`src/include/base_decode_pkg.sv`:
```
`default_nettype none
package base_decode_pkg;

  // ------------------------------------------------------------
  // Widths
  // ------------------------------------------------------------
  localparam int unsigned MEM_ADDR_W = 20;
  localparam int unsigned IO_ADDR_W  = 16;
  localparam int unsigned DEC_W      = 6;
  localparam int unsigned CODE_W     = 3;
  localparam int unsigned NUM_CODES  = 8;

  // ------------------------------------------------------------
  // Base tables, one six-bit entry per switch code
  // ------------------------------------------------------------
  localparam logic [47:0] IO_BASE_TBL  = {6'h00, 6'h06, 6'h05, 6'h04, 6'h03, 6'h02, 6'h01, 6'h00};
  localparam logic [7:0]  IO_CODE_EN   = 8'h7f;
  localparam logic [47:0] MEM_BASE_TBL = {6'h00, 6'h00, 6'h00, 6'h38, 6'h30, 6'h28, 6'h20, 6'h18};
  localparam logic [7:0]  MEM_CODE_EN  = 8'h1f;

  // ------------------------------------------------------------
  // Register map
  // ------------------------------------------------------------
  localparam logic [11:0] CTRL_OFFS   = 12'h000;
  localparam logic [11:0] STATUS_OFFS = 12'h004;
  localparam logic [11:0] SWITCH_OFFS = 12'h008;
  localparam logic [1:0]  CTRL_RESET  = 2'h3;
  localparam int unsigned CTRL_IO_EN  = 0;
  localparam int unsigned CTRL_MEM_EN = 1;

  localparam logic [1:0] RESP_OKAY   = 2'h0;
  localparam logic [1:0] RESP_SLVERR = 2'h2;

  typedef struct packed {
    logic [CODE_W-1:0] mem_code;
    logic [CODE_W-1:0] io_code;
  } switch_s;

endpackage

`default_nettype wire

```
`src/core/base_address_decoder.sv`:
```
// Contract
// - Qualifier high means memory, low means I/O
// - Memory spans A0-A19, I/O spans A0-A15
// - Switch terminals select both base locations
// - Outputs are memory and I/O chip selects
// - I/O select uses I/O code and address
// - I/O codes 0-6 match 00-06; 7 never
// - Memory select uses memory code and address
// - Memory codes 0-4 match 18-38; 5-7 never
// - Base values are replaceable example tables
// - Boot window has five places or disabled
`timescale 1ns/1ps
`default_nettype none

module base_address_decoder (
  input  wire logic                                   clk_i,
  input  wire logic                                   sys_rst_i,
  input  wire logic                                   ce_i,
  input  wire logic [base_decode_pkg::MEM_ADDR_W-1:0] addr_i,
  input  wire logic                                   mem_cycle_i,
  input  wire base_decode_pkg::switch_s               switch_i,
  output logic                                        io_sel_o,
  output logic                                        mem_sel_o,
  input  wire logic [11:0]                            s_axi_awaddr,
  input  wire logic                                   s_axi_awvalid,
  output logic                                        s_axi_awready,
  input  wire logic [31:0]                            s_axi_wdata,
  input  wire logic [3:0]                             s_axi_wstrb,
  input  wire logic                                   s_axi_wvalid,
  output logic                                        s_axi_wready,
  output logic [1:0]                                  s_axi_bresp,
  output logic                                        s_axi_bvalid,
  input  wire logic                                   s_axi_bready,
  input  wire logic [11:0]                            s_axi_araddr,
  input  wire logic                                   s_axi_arvalid,
  output logic                                        s_axi_arready,
  output logic [31:0]                                 s_axi_rdata,
  output logic [1:0]                                  s_axi_rresp,
  output logic                                        s_axi_rvalid,
  input  wire logic                                   s_axi_rready
);

  // ------------------------------------------------------------
  // Address decode
  // ------------------------------------------------------------
  logic [base_decode_pkg::DEC_W-1:0]     dec_addr;
  logic [base_decode_pkg::IO_ADDR_W-1:0] io_addr;
  logic [base_decode_pkg::NUM_CODES-1:0] io_hit;
  logic [base_decode_pkg::NUM_CODES-1:0] mem_hit;
  logic [1:0]                            ctrl_q;
  logic [1:0]                            ctrl_d;

  assign io_addr  = addr_i[base_decode_pkg::IO_ADDR_W-1:0];
  assign dec_addr = io_addr[base_decode_pkg::DEC_W-1:0];

  for (genvar k = 0; k < base_decode_pkg::NUM_CODES; k++) begin : g_code
    // Per-code match against the base tables
    localparam int unsigned CODE_IDX = k;
    assign io_hit[k]  = base_decode_pkg::IO_CODE_EN[k]
                        && (switch_i.io_code == CODE_IDX[base_decode_pkg::CODE_W-1:0])
                        && (dec_addr == base_decode_pkg::IO_BASE_TBL[k*6 +: 6]);
    assign mem_hit[k] = base_decode_pkg::MEM_CODE_EN[k]
                        && (switch_i.mem_code == CODE_IDX[base_decode_pkg::CODE_W-1:0])
                        && (dec_addr == base_decode_pkg::MEM_BASE_TBL[k*6 +: 6]);
  end

  always_comb begin
    io_sel_o  = ctrl_q[base_decode_pkg::CTRL_IO_EN] && !mem_cycle_i && (|io_hit);
    mem_sel_o = ctrl_q[base_decode_pkg::CTRL_MEM_EN] && mem_cycle_i && (|mem_hit);
  end

  // ------------------------------------------------------------
  // Register bus, write side
  // ------------------------------------------------------------
  logic        aw_got_q;
  logic        aw_got_d;
  logic        w_got_q;
  logic        w_got_d;
  logic [11:0] awaddr_q;
  logic [11:0] awaddr_d;
  logic [31:0] wdata_q;
  logic [31:0] wdata_d;
  logic [3:0]  wstrb_q;
  logic [3:0]  wstrb_d;
  logic        bvalid_q;
  logic        bvalid_d;
  logic [1:0]  bresp_q;
  logic [1:0]  bresp_d;
  logic        aw_hs;
  logic        w_hs;
  logic [11:0] wr_addr;
  logic [31:0] wr_data;
  logic [3:0]  wr_strb;

  assign s_axi_awready = ce_i && !aw_got_q && !bvalid_q;
  assign s_axi_wready  = ce_i && !w_got_q && !bvalid_q;
  assign aw_hs         = s_axi_awvalid && s_axi_awready;
  assign w_hs          = s_axi_wvalid && s_axi_wready;
  assign s_axi_bvalid  = bvalid_q;
  assign s_axi_bresp   = bresp_q;

  always_comb begin
    aw_got_d = aw_got_q;
    w_got_d  = w_got_q;
    awaddr_d = awaddr_q;
    wdata_d  = wdata_q;
    wstrb_d  = wstrb_q;
    bvalid_d = bvalid_q;
    bresp_d  = bresp_q;
    ctrl_d   = ctrl_q;
    wr_addr  = aw_got_q ? awaddr_q : s_axi_awaddr;
    wr_data  = w_got_q ? wdata_q : s_axi_wdata;
    wr_strb  = w_got_q ? wstrb_q : s_axi_wstrb;
    if (aw_hs) begin
      aw_got_d = 1'b1;
      awaddr_d = s_axi_awaddr;
    end
    if (w_hs) begin
      w_got_d = 1'b1;
      wdata_d = s_axi_wdata;
      wstrb_d = s_axi_wstrb;
    end
    if ((aw_got_q || aw_hs) && (w_got_q || w_hs)) begin
      aw_got_d = 1'b0;
      w_got_d  = 1'b0;
      bvalid_d = 1'b1;
      case ({wr_addr[11:2], 2'b00})
        base_decode_pkg::CTRL_OFFS: begin
          bresp_d = base_decode_pkg::RESP_OKAY;
          if (wr_strb[0]) begin
            ctrl_d = wr_data[1:0];
          end
        end
        base_decode_pkg::STATUS_OFFS,
        base_decode_pkg::SWITCH_OFFS: begin
          bresp_d = base_decode_pkg::RESP_OKAY;
        end
        default: begin
          bresp_d = base_decode_pkg::RESP_SLVERR;
        end
      endcase
    end
    if (bvalid_q && s_axi_bready) begin
      bvalid_d = 1'b0;
    end
  end

  always_ff @(posedge clk_i) begin
    if (sys_rst_i) begin
      aw_got_q <= 1'b0;
      w_got_q  <= 1'b0;
      awaddr_q <= 12'h000;
      wdata_q  <= 32'h0000_0000;
      wstrb_q  <= 4'h0;
      bvalid_q <= 1'b0;
      bresp_q  <= base_decode_pkg::RESP_OKAY;
      ctrl_q   <= base_decode_pkg::CTRL_RESET;
    end else if (ce_i) begin
      aw_got_q <= aw_got_d;
      w_got_q  <= w_got_d;
      awaddr_q <= awaddr_d;
      wdata_q  <= wdata_d;
      wstrb_q  <= wstrb_d;
      bvalid_q <= bvalid_d;
      bresp_q  <= bresp_d;
      ctrl_q   <= ctrl_d;
    end
  end

  // ------------------------------------------------------------
  // Register bus, read side
  // ------------------------------------------------------------
  logic        rvalid_q;
  logic        rvalid_d;
  logic [31:0] rdata_q;
  logic [31:0] rdata_d;
  logic [1:0]  rresp_q;
  logic [1:0]  rresp_d;
  logic        ar_hs;

  assign s_axi_arready = ce_i && !rvalid_q;
  assign ar_hs         = s_axi_arvalid && s_axi_arready;
  assign s_axi_rvalid  = rvalid_q;
  assign s_axi_rdata   = rdata_q;
  assign s_axi_rresp   = rresp_q;

  always_comb begin
    rvalid_d = rvalid_q;
    rdata_d  = rdata_q;
    rresp_d  = rresp_q;
    if (ar_hs) begin
      rvalid_d = 1'b1;
      rresp_d  = base_decode_pkg::RESP_OKAY;
      case ({s_axi_araddr[11:2], 2'b00})
        base_decode_pkg::CTRL_OFFS:   rdata_d = {30'h0000_0000, ctrl_q};
        base_decode_pkg::STATUS_OFFS: rdata_d = {29'h0000_0000, mem_cycle_i, mem_sel_o, io_sel_o};
        base_decode_pkg::SWITCH_OFFS: rdata_d = {26'h000_0000, switch_i};
        default: begin
          rdata_d = 32'h0000_0000;
          rresp_d = base_decode_pkg::RESP_SLVERR;
        end
      endcase
    end else if (rvalid_q && s_axi_rready) begin
      rvalid_d = 1'b0;
    end
  end

  always_ff @(posedge clk_i) begin
    if (sys_rst_i) begin
      rvalid_q <= 1'b0;
      rdata_q  <= 32'h0000_0000;
      rresp_q  <= base_decode_pkg::RESP_OKAY;
    end else if (ce_i) begin
      rvalid_q <= rvalid_d;
      rdata_q  <= rdata_d;
      rresp_q  <= rresp_d;
    end
  end
endmodule // base_address_decoder

`default_nettype wire

```
`config.mk`:
```
export PLATFORM = sky130hd
export DESIGN_NAME = base_address_decoder
export DESIGN_NICKNAME = d
export VERILOG_FILES = /design/src/include/base_decode_pkg.sv /design/src/core/base_address_decoder.sv
export SDC_FILE = /design/constraint.sdc
export NUM_CORES = 1
export LEC_CHECK = 0
export ABC_AREA = 1
export ABC_CLOCK_PERIOD_IN_PS = 1750
export BUFFER_PORTS_ARGS = -buffer_cell sky130_fd_sc_hd__buf_4
export CORE_ASPECT_RATIO = 1.4
export CORE_MARGIN = 3
export CORE_UTILIZATION = 35
export CTS_BUF_LIST = sky130_fd_sc_hd__clkbuf_4 sky130_fd_sc_hd__clkbuf_8
export CTS_CLUSTER_DIAMETER = 80
export DETAILED_ROUTE_END_ITERATION = 16
export PLACE_DENSITY = 0.8
export SLEW_MARGIN = 20
export SYNTH_ARGS = -nofsm -noshare
export SYNTH_HDL_FRONTEND = slang
export SYNTH_SLANG_ARGS = --single-unit
```
`constraint.sdc`:
```
create_clock -name clk_i -period 1.75 [get_ports clk_i]
set_input_delay 0 -clock clk_i [delete_from_list [all_inputs] [get_ports clk_i]]
set_output_delay 0 -clock clk_i [all_outputs]
set_load 0.01 [all_outputs]
```
# Word-level counts from Yosys, hierarchy flattened
# Index checks and enable logic that the tools add are counted.
# classes
n_addsub	0
multipliers	0
n_div	0
order_cmp	0
eq_ne	25
shifts	0
muxes	14
bitwise	0
reduce_logical	56
# op_table
cell	count
1-bit logical AND	27
6-bit equality test (second input constant)	4
10-bit by 1-bit equality test with 1-bit output (second input constant)	2
10-bit by 2-bit equality test with 1-bit output (second input constant)	2
10-bit logical NOT	2
6-bit by 3-bit equality test with 1-bit output (second input constant)	3
6-bit case mux with 3 select lines	1
2-bit AND reduction	8
3-bit by 2-bit equality test with 1-bit output (second input constant)	4
3-bit equality test (second input constant)	4
6-bit by 2-bit equality test with 1-bit output (second input constant)	2
12-bit two-way mux	1
1-bit two-way mux	9
2-bit nonzero test	4
7-bit OR reduction	1
3-bit by 1-bit equality test with 1-bit output (second input constant)	2
6-bit by 1-bit equality test with 1-bit output (second input constant)	1
6-bit by 5-bit equality test with 1-bit output (second input constant)	1
3-bit logical NOT	2
6-bit logical NOT	1
2-bit two-way mux	3
3-bit OR reduction	2
1-bit logical NOT	5
5-bit OR reduction	1
other kinds (2)	3
# totals
regBits	57
latch_bits	0
ramBits	0
romBits	0
out_inout_bits	43
word_cells	106
n_memories	0

# Depth between registers and ports, before layout
# Gate-level depths: netlist (run 1).
# depth
depth_word	8
depth_mapped	9

# Worst setup path after synthesis (run 1)
# Ideal clock, no wire load.
# synth_path
path_type	flip-flop to flip-flop
start	register bvalid_q (netlist: s_axi_bvalid)
end	register ctrl_q[1]
setup_time_ps	127
arrival_ps	1266
required_ps	1623
path_slack_ps	357
stages_incl_launch_ff	9
n_path_buf	0
cell_sequence	dfxtp_1 nor3_2 nand2_1 nand2_1 nand2_2 nor2_4 nand2_2 nand2_1 nand3_1
# synth_between
elab_chain_cells	6
# synth_rtl
item	line_no	rtl
from (decl)	base_address_decoder.sv:85	logic bvalid_q;
from (signal assigned)	base_address_decoder.sv:164	bvalid_q <= bvalid_d;
1-bit logical NOT	base_address_decoder.sv:96	assign s_axi_wready = ce_i && !w_got_q && !bvalid_q;
1-bit logical AND	base_address_decoder.sv:96	
net s_axi_wready	base_address_decoder.sv:30	output logic s_axi_wready,
1-bit logical AND	base_address_decoder.sv:98	assign w_hs = s_axi_wvalid && s_axi_wready;
1-bit logical OR	base_address_decoder.sv:123	if ((aw_got_q || aw_hs) && (w_got_q || w_hs)) begin
1-bit logical AND	base_address_decoder.sv:123	
4-bit AND reduction (no line)	n/a	
to (signal assigned)	base_address_decoder.sv:157	ctrl_q <= base_decode_pkg::CTRL_RESET;
to (signal assigned)	base_address_decoder.sv:166	ctrl_q <= ctrl_d;
to (decl)	base_address_decoder.sv:50	logic [1:0] ctrl_q;
# The timed path passes the listed nets, and every way through them passes these cells.
# A chain may end at the register's enable or synchronous reset.

# Worst setup path in the final report (run 1)
# layout_path
start	register rvalid_q (netlist: s_axi_rvalid)
end	register rvalid_q (netlist: s_axi_rvalid)
# layout_between
elab_chain_cells	5
# layout_rtl
item	line_no	rtl
from (decl)	base_address_decoder.sv:173	logic rvalid_q;
from (signal assigned)	base_address_decoder.sv:214	rvalid_q <= rvalid_d;
1-bit logical NOT	base_address_decoder.sv:181	assign s_axi_arready = ce_i && !rvalid_q;
1-bit logical AND	base_address_decoder.sv:181	
1-bit logical AND	base_address_decoder.sv:182	assign ar_hs = s_axi_arvalid && s_axi_arready;
2-bit nonzero test (no line)	n/a	
2-bit AND reduction (no line)	n/a	
# Several ways; a longest one is shown, not always the timed one.

==> results of run 1 <==
worst reg2reg max path, cell delays in order, from the launching register on:
cell,delay (ps)
dfxtp_1,340
nor2_2,140
nand2_2,140
a21oi_1,180
dlygate4sd3_1,580
through the flow:
step / hold slack [ps] / util [%] / setup slack (ps)
after detailed placement: 250 / 44.7 / 340
final: 3.89 / 46.9 / 311
after global placement: 247 / 44.7 / 360
after floorplan: 135 / - / 357
after global routing: 24.3 / 46.9 / 117
after CTS: 5.96 / 46.9 / 307
cell usage after synthesis, types with 2 or more instances:
master and count:
dfxtp_1 27, a21oi_1 18, nor2_4 3, inv_2 4
nor2_2 3, buf_4 28, nand3_1 24, nor3_1 5
nand2_2 4, inv_1 32, o21ai_0 18, nand2_1 49
nand4_1 2, nor2_1 36, buf_2 2
how the worst max path moves through the flow:
stage / startpoint / to / slack, ps / cells past startpoint
after global placement: aw_got_q / ctrl_q[1] / 360 / 9
after detailed placement: aw_got_q / ctrl_q[1] / 340 / 9
final: s_axi_rvalid / s_axi_rvalid / 310 / 4
after floorplan: s_axi_bvalid / ctrl_q[1] / 360 / 8
after CTS: aw_got_q / ctrl_q[1] / 310 / 9
after global routing: aw_got_q / ctrl_q[0] / 120 / 9
kinds of logic (layout without fill, tap and decap cells):
| group | count (synthesis) | after routing | share of synthesized area, % |
|---|---|---|---|
| mux | 1 | 1 | 0.556 |
| xor+xnor | 2 | 2 | 0.974 |
| simple gates | 132 | 132 | 33.8 |
| flops | 27 | 27 | 30.0 |
| compound gates | 46 | 46 | 14.3 |
| other cells | 1 | 28 | 0.208 |
| buf+inv | 68 | 106 | 20.2 |
cells in the final DEF, fill, tap and decap left out, types with 2 or more instances in the layout:
cell / Yosys / routed
buf_4: 28 / 59
a21oi_1: 18 / 18
nand3_1: 24 / 24
inv_1: 32 / 32
o21ai_0: 18 / 18
nand2_2: 4 / 4
nand2_1: 49 / 49
nor2_4: 3 / 3
nand4_1: 2 / 2
dlygate4sd3_1: 0 / 6
inv_2: 4 / 4
conb_1: 1 / 28
nor2_1: 36 / 36
dfxtp_1: 27 / 27
nor2_2: 3 / 3
clkbuf_8: 0 / 3
nor3_1: 5 / 5
final cells by class:
class,count,share of cell area (%)
multi-input combinational,209,43.2
clock buffer,3,1.79
timing repair buffer,65,21.8
clock inverter,1,0.325
sequential,27,23.4
tap,64,3.47
inverter,37,6.02
registers in the layout, summed over array words and instances (netlist names):
name and cells:
ctrl_q 2, s_axi_rdata 6, s_axi_bvalid 1, w_got_q 1, s_axi_rvalid 1, aw_got_q 1, s_axi_bresp 1, s_axi_rresp 1
awaddr_q 10, wstrb_q 1, wdata_q 2
layer usage:
layer | vias to the layer above | global-route usage [%]
met5 | - | 0
met3 | 10 | 1.99
met4 | 0 | 4.75
met1 | 809 | 16.1
met2 | 74 | 25.7
li1 | 962 | -
power breakdown:
group	total, mW	switching [mW]	internal [mW]	leakage [nW]
Clock	0.350	0.188	0.161	0.0217
Combinational	0.345	0.193	0.152	0.919
Sequential	0.669	0.0222	0.647	0.221
repair_timing:
action	CTS	global route
buffers inserted	0	0
hold buffers	6	0
hold endpoints to repair	12	0
setup endpoints to repair	0	0
==> metrics.csv, run 1 <==
metric;value;unit
clk_pin_slew_worst_paths;100;ps
finalCriticalPeriod;1440;ps
period_share;82.2;%
syn_inst;277;
wl;4190;µm
leakage;1.16;nW
hold_violations;0;
coreArea;4920;µm²
yosysSeqAreaShare;30.0;%
antenna_cells;0;
reg2reg_depth;4;
cp-start-kind;register;
design_area;2310;µm²
wl_met2;2080;µm
synthDistinctLibCells;37;
synth_warnings;0;
ctsResizeCount;0;
core.rowCount;30;
synth_top_cells_by_area;dfxtp_1, buf_4, nand2_1, nor2_1, nand3_1;
grt_pass1_wl;7010;µm
r2r_start;s_axi_rvalid;
max-cap-violations;0;
htreeDepth;1;
critPathBufInv;1;
area.growth.synth_to_final;28.3;%
syn_area;1800;µm²
worstPathMaxFanout;8;
met3_length;323;µm
io_pins;138;
insertion_delay;270;ps
hold_start;s_axi_wstrb[0];
wl_met1;1690;µm
path_delay_family;buffers and inverters;
firstDrtPassIters;4;
yosys_register_bits;27;
tritoncts;done;
drtIter0Drc;62;
syn_area_per_cell;6.50;µm²
fmax;695;MHz
die-area;6050;µm²
placed_cell_area;2200;µm²
synthFlopType;dfxtp_1;
grt_pass1_vias;1734;
hold_path_end;wstrb_q[0];
final_cells;406;
fin_skew;11.3;ps
slew_viol_final;0;
fillers;506;
track_usage;14.1;%
port_buffers;58;
highest_layer;met4;
slowest_delay;580;ps
seqCellArea;541;µm²
min_path_type;in -> reg;
fin_nets;438;
grt-ovfl-total;0;
gp_congestion;0.809;
min_path_cells;3;
worstSetupPathType;reg -> reg;
reg2reg_to;s_axi_rvalid;
setup_tns;0;ps
outcome;complete, no violations;
async_flop_share;0;%
antenna_found_initial;0;
multi_input_area;997;µm²
synth_edf_count;0;
via_per_inst;4.57;
crit_chain;nor2_2 > nand2_2 > a21oi_1 > dlygate4sd3_1;
die_x;66.6;µm
slowest_stage;dlygate4sd3_1;
via_count;1855;
reg2reg_setup_slack;310;ps
worstPathArrival;1660;ps
dpl.hpwl;3450;µm
worstSetupEndpointType;register;
cts.sinks;27;
crit_required;1970;ps
wl_per_cell;10.3;µm
total_power;1.36;mW
grt_max_degree;20;
drive_above_1_share;23.7;%
setup_violations;0;
placed_cells;396;
die_h;90.8;µm
cts-buffers-inserted;3;
root_buffer;clkbuf_8;
max-vdd-ir-drop;360;µV
clk_path_buf_depth;2;
ant_nets;0;
drc_errors;0;
synth_top_area_cell;dfxtp_1;
p_per_area;591;nW/µm²
start_util;36.6;%
synth_top_cell_area_share;30.0;%
rsz0062_at_grt;false;
(Power assumes the default switching activity.)
==> run 2, diff against run 1 <==
--- a/config.mk
+++ b/config.mk
@@ -5,8 +5,8 @@
 export SDC_FILE = /design/constraint.sdc
 export NUM_CORES = 1
 export LEC_CHECK = 0
-export ABC_AREA = 1
-export ABC_CLOCK_PERIOD_IN_PS = 1750
+export ABC_AREA = 0
+export ABC_CLOCK_PERIOD_IN_PS = 1150
 export BUFFER_PORTS_ARGS = -buffer_cell sky130_fd_sc_hd__buf_4
 export CORE_ASPECT_RATIO = 1.4
 export CORE_MARGIN = 3
@@ -14,7 +14,7 @@
 export CTS_BUF_LIST = sky130_fd_sc_hd__clkbuf_4 sky130_fd_sc_hd__clkbuf_8
 export CTS_CLUSTER_DIAMETER = 80
 export DETAILED_ROUTE_END_ITERATION = 16
-export PLACE_DENSITY = 0.8
+export PLACE_DENSITY = 0.85
 export SLEW_MARGIN = 20
 export SYNTH_ARGS = -nofsm -noshare
 export SYNTH_HDL_FRONTEND = slang
==> constraint.sdc (replaced) <==
create_clock -name clk_i -period 1.15 [get_ports clk_i]
set_input_delay 0 -clock clk_i [delete_from_list [all_inputs] [get_ports clk_i]]
set_output_delay 0 -clock clk_i [all_outputs]
set_load 0.01 [all_outputs]
==> metrics.csv, run 2 <==
metric;value;unit;change
outcome;finished, violations left;;
violations;negative setup slack;;
period_share;140;%;+58 points
reg2reg_to;ctrl_q[1];;
hold_start;switch_i[5];;
synth_most_common_cell;nand2_1;;
clk_path_buf_depth;2;;unchanged
port_buffers;58;;unchanged
synth_top_cells_by_area;dfxtp_1, buf_4, nand2_1, a21oi_1, mux2i_1;;
wl_per_cell;13.3;µm;+29%
async_flop_share;0;%;unchanged
fin_nets;384;;-12%
max-cap-violations;0;;unchanged
insertion_delay;270;ps;about the same
root_buffer;clkbuf_8;;
finalCriticalPeriod;1610;ps;+173 ps
min_path_type;in -> reg;;
cp-start-kind;register;;
synth_warnings;0;;unchanged
largest_reg_flops;10;;unchanged
switching_share;28.8;%;-0.75 points
tritoncts;done;;
reg2reg_depth;5;;+1
synth_top_area_cell;dfxtp_1;;
final_cell_mix;buf_4, nand2_1, conb_1;;
yosys_register_bits;27;;unchanged
die_h;87;µm;-4.2%
drc_errors;0;;unchanged
wl;4620;µm;+10%
ant_nets;0;;unchanged
synth_top_cell_area_share;33.0;%;+2.9 points
fin_skew;2.40;ps;-8.91 ps
firstDrtPassIters;4;;unchanged
reg2reg_setup_slack;-460;ps;-770 ps
coreArea;4380;µm²;-11%
seqPwrFrac;46.5;%;-2.6 points
max-vdd-ir-drop;362;µV;+0.63%
core.rowCount;28;;-6.7%
grt_pass1_vias;1634;;-5.8%
synth_common_cells;nand2_1, buf_4, dfxtp_1;;
grt-ovfl-total;0;;unchanged
io_pins;138;;unchanged
synthFlopType;dfxtp_1;;
worstPathArrival;1780;ps;+120 ps
dpl.hpwl;3370;µm;-2.2%
die_x;63.9;µm;-4.1%
whs;6.13;ps;+2.25 ps
setup_tns;-961;ps;-961 ps
via_count;1693;;-8.7%
max_flop_register;awaddr_q;;
worstSetupEndpointType;register;;
die-area;5560;µm²;-8.2%
pwr-share-comb;28.9;%;+3.6 points
fmax;621;MHz;-11%
cts.sinks;27;;unchanged
antenna_found_initial;0;;unchanged
antenna_cells;0;;unchanged
rsz0062_at_grt;true;;
internal_power;1.54;mW;+61%
worstSetupPathType;reg -> reg;;
min_path_cells;3;;unchanged
setup_violations;5;;+5
via_per_inst;4.86;;+6.5%
cts-buffers-inserted;3;;unchanged
slew_viol_final;0;;unchanged
p_per_area;860;nW/µm²;+46%
grt_pass1_wl;7250;µm;+3.4%
htreeDepth;1;;unchanged
worstPathMaxFanout;2;;-6
switchingPower;0.625;mW;+55%
yosysSeqAreaShare;33.0;%;+2.9 points
crit_required;1320;ps;-650 ps
final_common_cell;buf_4;;
pwr-share-clk;24.5;%;-1.1 points
leakage;1.07;nW;-8.2%
area.growth.synth_to_final;53.8;%;
grt_max_degree;28;;+40%
setup_slack;-461;ps;-773 ps
drtIter0Drc;113;;+82%
syn_area_per_cell;8.08;µm²;+24%
synth_edf_count;0;;unchanged
synthDistinctLibCells;42;;+14%
drive_above_1_share;42.7;%;+19 points
syn_area;1640;µm²;-8.8%
hold_violations;0;;unchanged
r2r_start;awaddr_q[6];;
syn_inst;203;;-27%
track_usage;16.0;%;+1.9 points
start_util;37.5;%;+0.87 points
gp_congestion;0.882;;+9.0%
clk_pin_slew_worst_paths;90;ps;about the same
hold_path_end;s_axi_rdata[5];;
run 2: through the flow:
step / cells / instance area [µm²] / utilization, % / power, mW / setup WS (ps)
4_1_cts: 348 / 2400 / 54.9 / 2.14 / -454
6_report: 348 / 2520 / 57.6 / 2.17 / -461
3_3_place_gp: 330 / 2180 / 49.8 / 1.54 / -401
5_1_grt: 348 / 2520 / 57.6 / 2.29 / -569
2_1_floorplan: 230 / 1790 / - / 1.36 / -296
3_5_place_dp: 330 / 2180 / 49.8 / 1.55 / -482
run 2: cell families (layout without fill, tap and decap cells):
family / Yosys count / after routing / share of synthesized area [%]
compound gates: 41 / 41 / 16.6
xor+xnor: 3 / 3 / 1.60
buf+inv: 39 / 97 / 16.2
flops: 27 / 27 / 33.0
mux: 10 / 10 / 6.33
other cells: 1 / 28 / 0.229
simple gates: 82 / 82 / 26.1
run 2: how the worst max path moves through the flow:
stage / startpoint / to / slack, ps / cells after the start
floorplan: awaddr_q[6] / ctrl_q[0] / -300 / 5
global placement: aw_got_q / ctrl_q[1] / -400 / 6
detailed placement: aw_got_q / ctrl_q[1] / -480 / 6
CTS: awaddr_q[6] / ctrl_q[1] / -450 / 5
global route: awaddr_q[7] / ctrl_q[0] / -570 / 5
finish: awaddr_q[6] / ctrl_q[1] / -460 / 5
run 2: repair_timing:
item                                    CTS  global route
pin swaps                                 6            14
hold endpoints to repair                 13             0
hold buffers                             13             0
gates resized for setup                  12            29
setup buffers                             1             0
endpoints found under the setup margin   25            28
run 2: per-layer routing:
| metal | up-vias | track usage, % | wire [µm] |
|---|---|---|---|
| met2 | 73 | 32.8 | 2720 |
| met1 | 790 | 16.5 | 1560 |
| met3 | 4 | 2.33 | 307 |
| met4 | 0 | 3.93 | 36 |
| met5 | - | 0 | 0 |
| li1 | 826 | - | - |
run 2: power by group through the flow:
stage	registers [mW]	logic, mW	clock network [mW]
finish	1.01	0.628	0.532
global route	1.02	0.687	0.593
CTS	1.00	0.581	0.551
detailed placement	1.03	0.527	0
global placement	1.02	0.518	0
floorplan	1.02	0.339	0
run 2: layout make-up:
cell class                 count  area (µm²)
fill                         393        1860
multi-input combinational    164        1100
timing repair buffer          91         742
sequential                    27         553
tap                           60        75.1
clock buffer                   3        41.3
inverter                       2        7.51
clock inverter                 1        5.00
run 2: worst max-delay path, cell delays in order (launching register included):
cell,delay (ps)
dfxtp_2,340
nor4_4,290
nand3_2,140
a2111oi_4,440
mux2i_1,230
nand2b_1,70
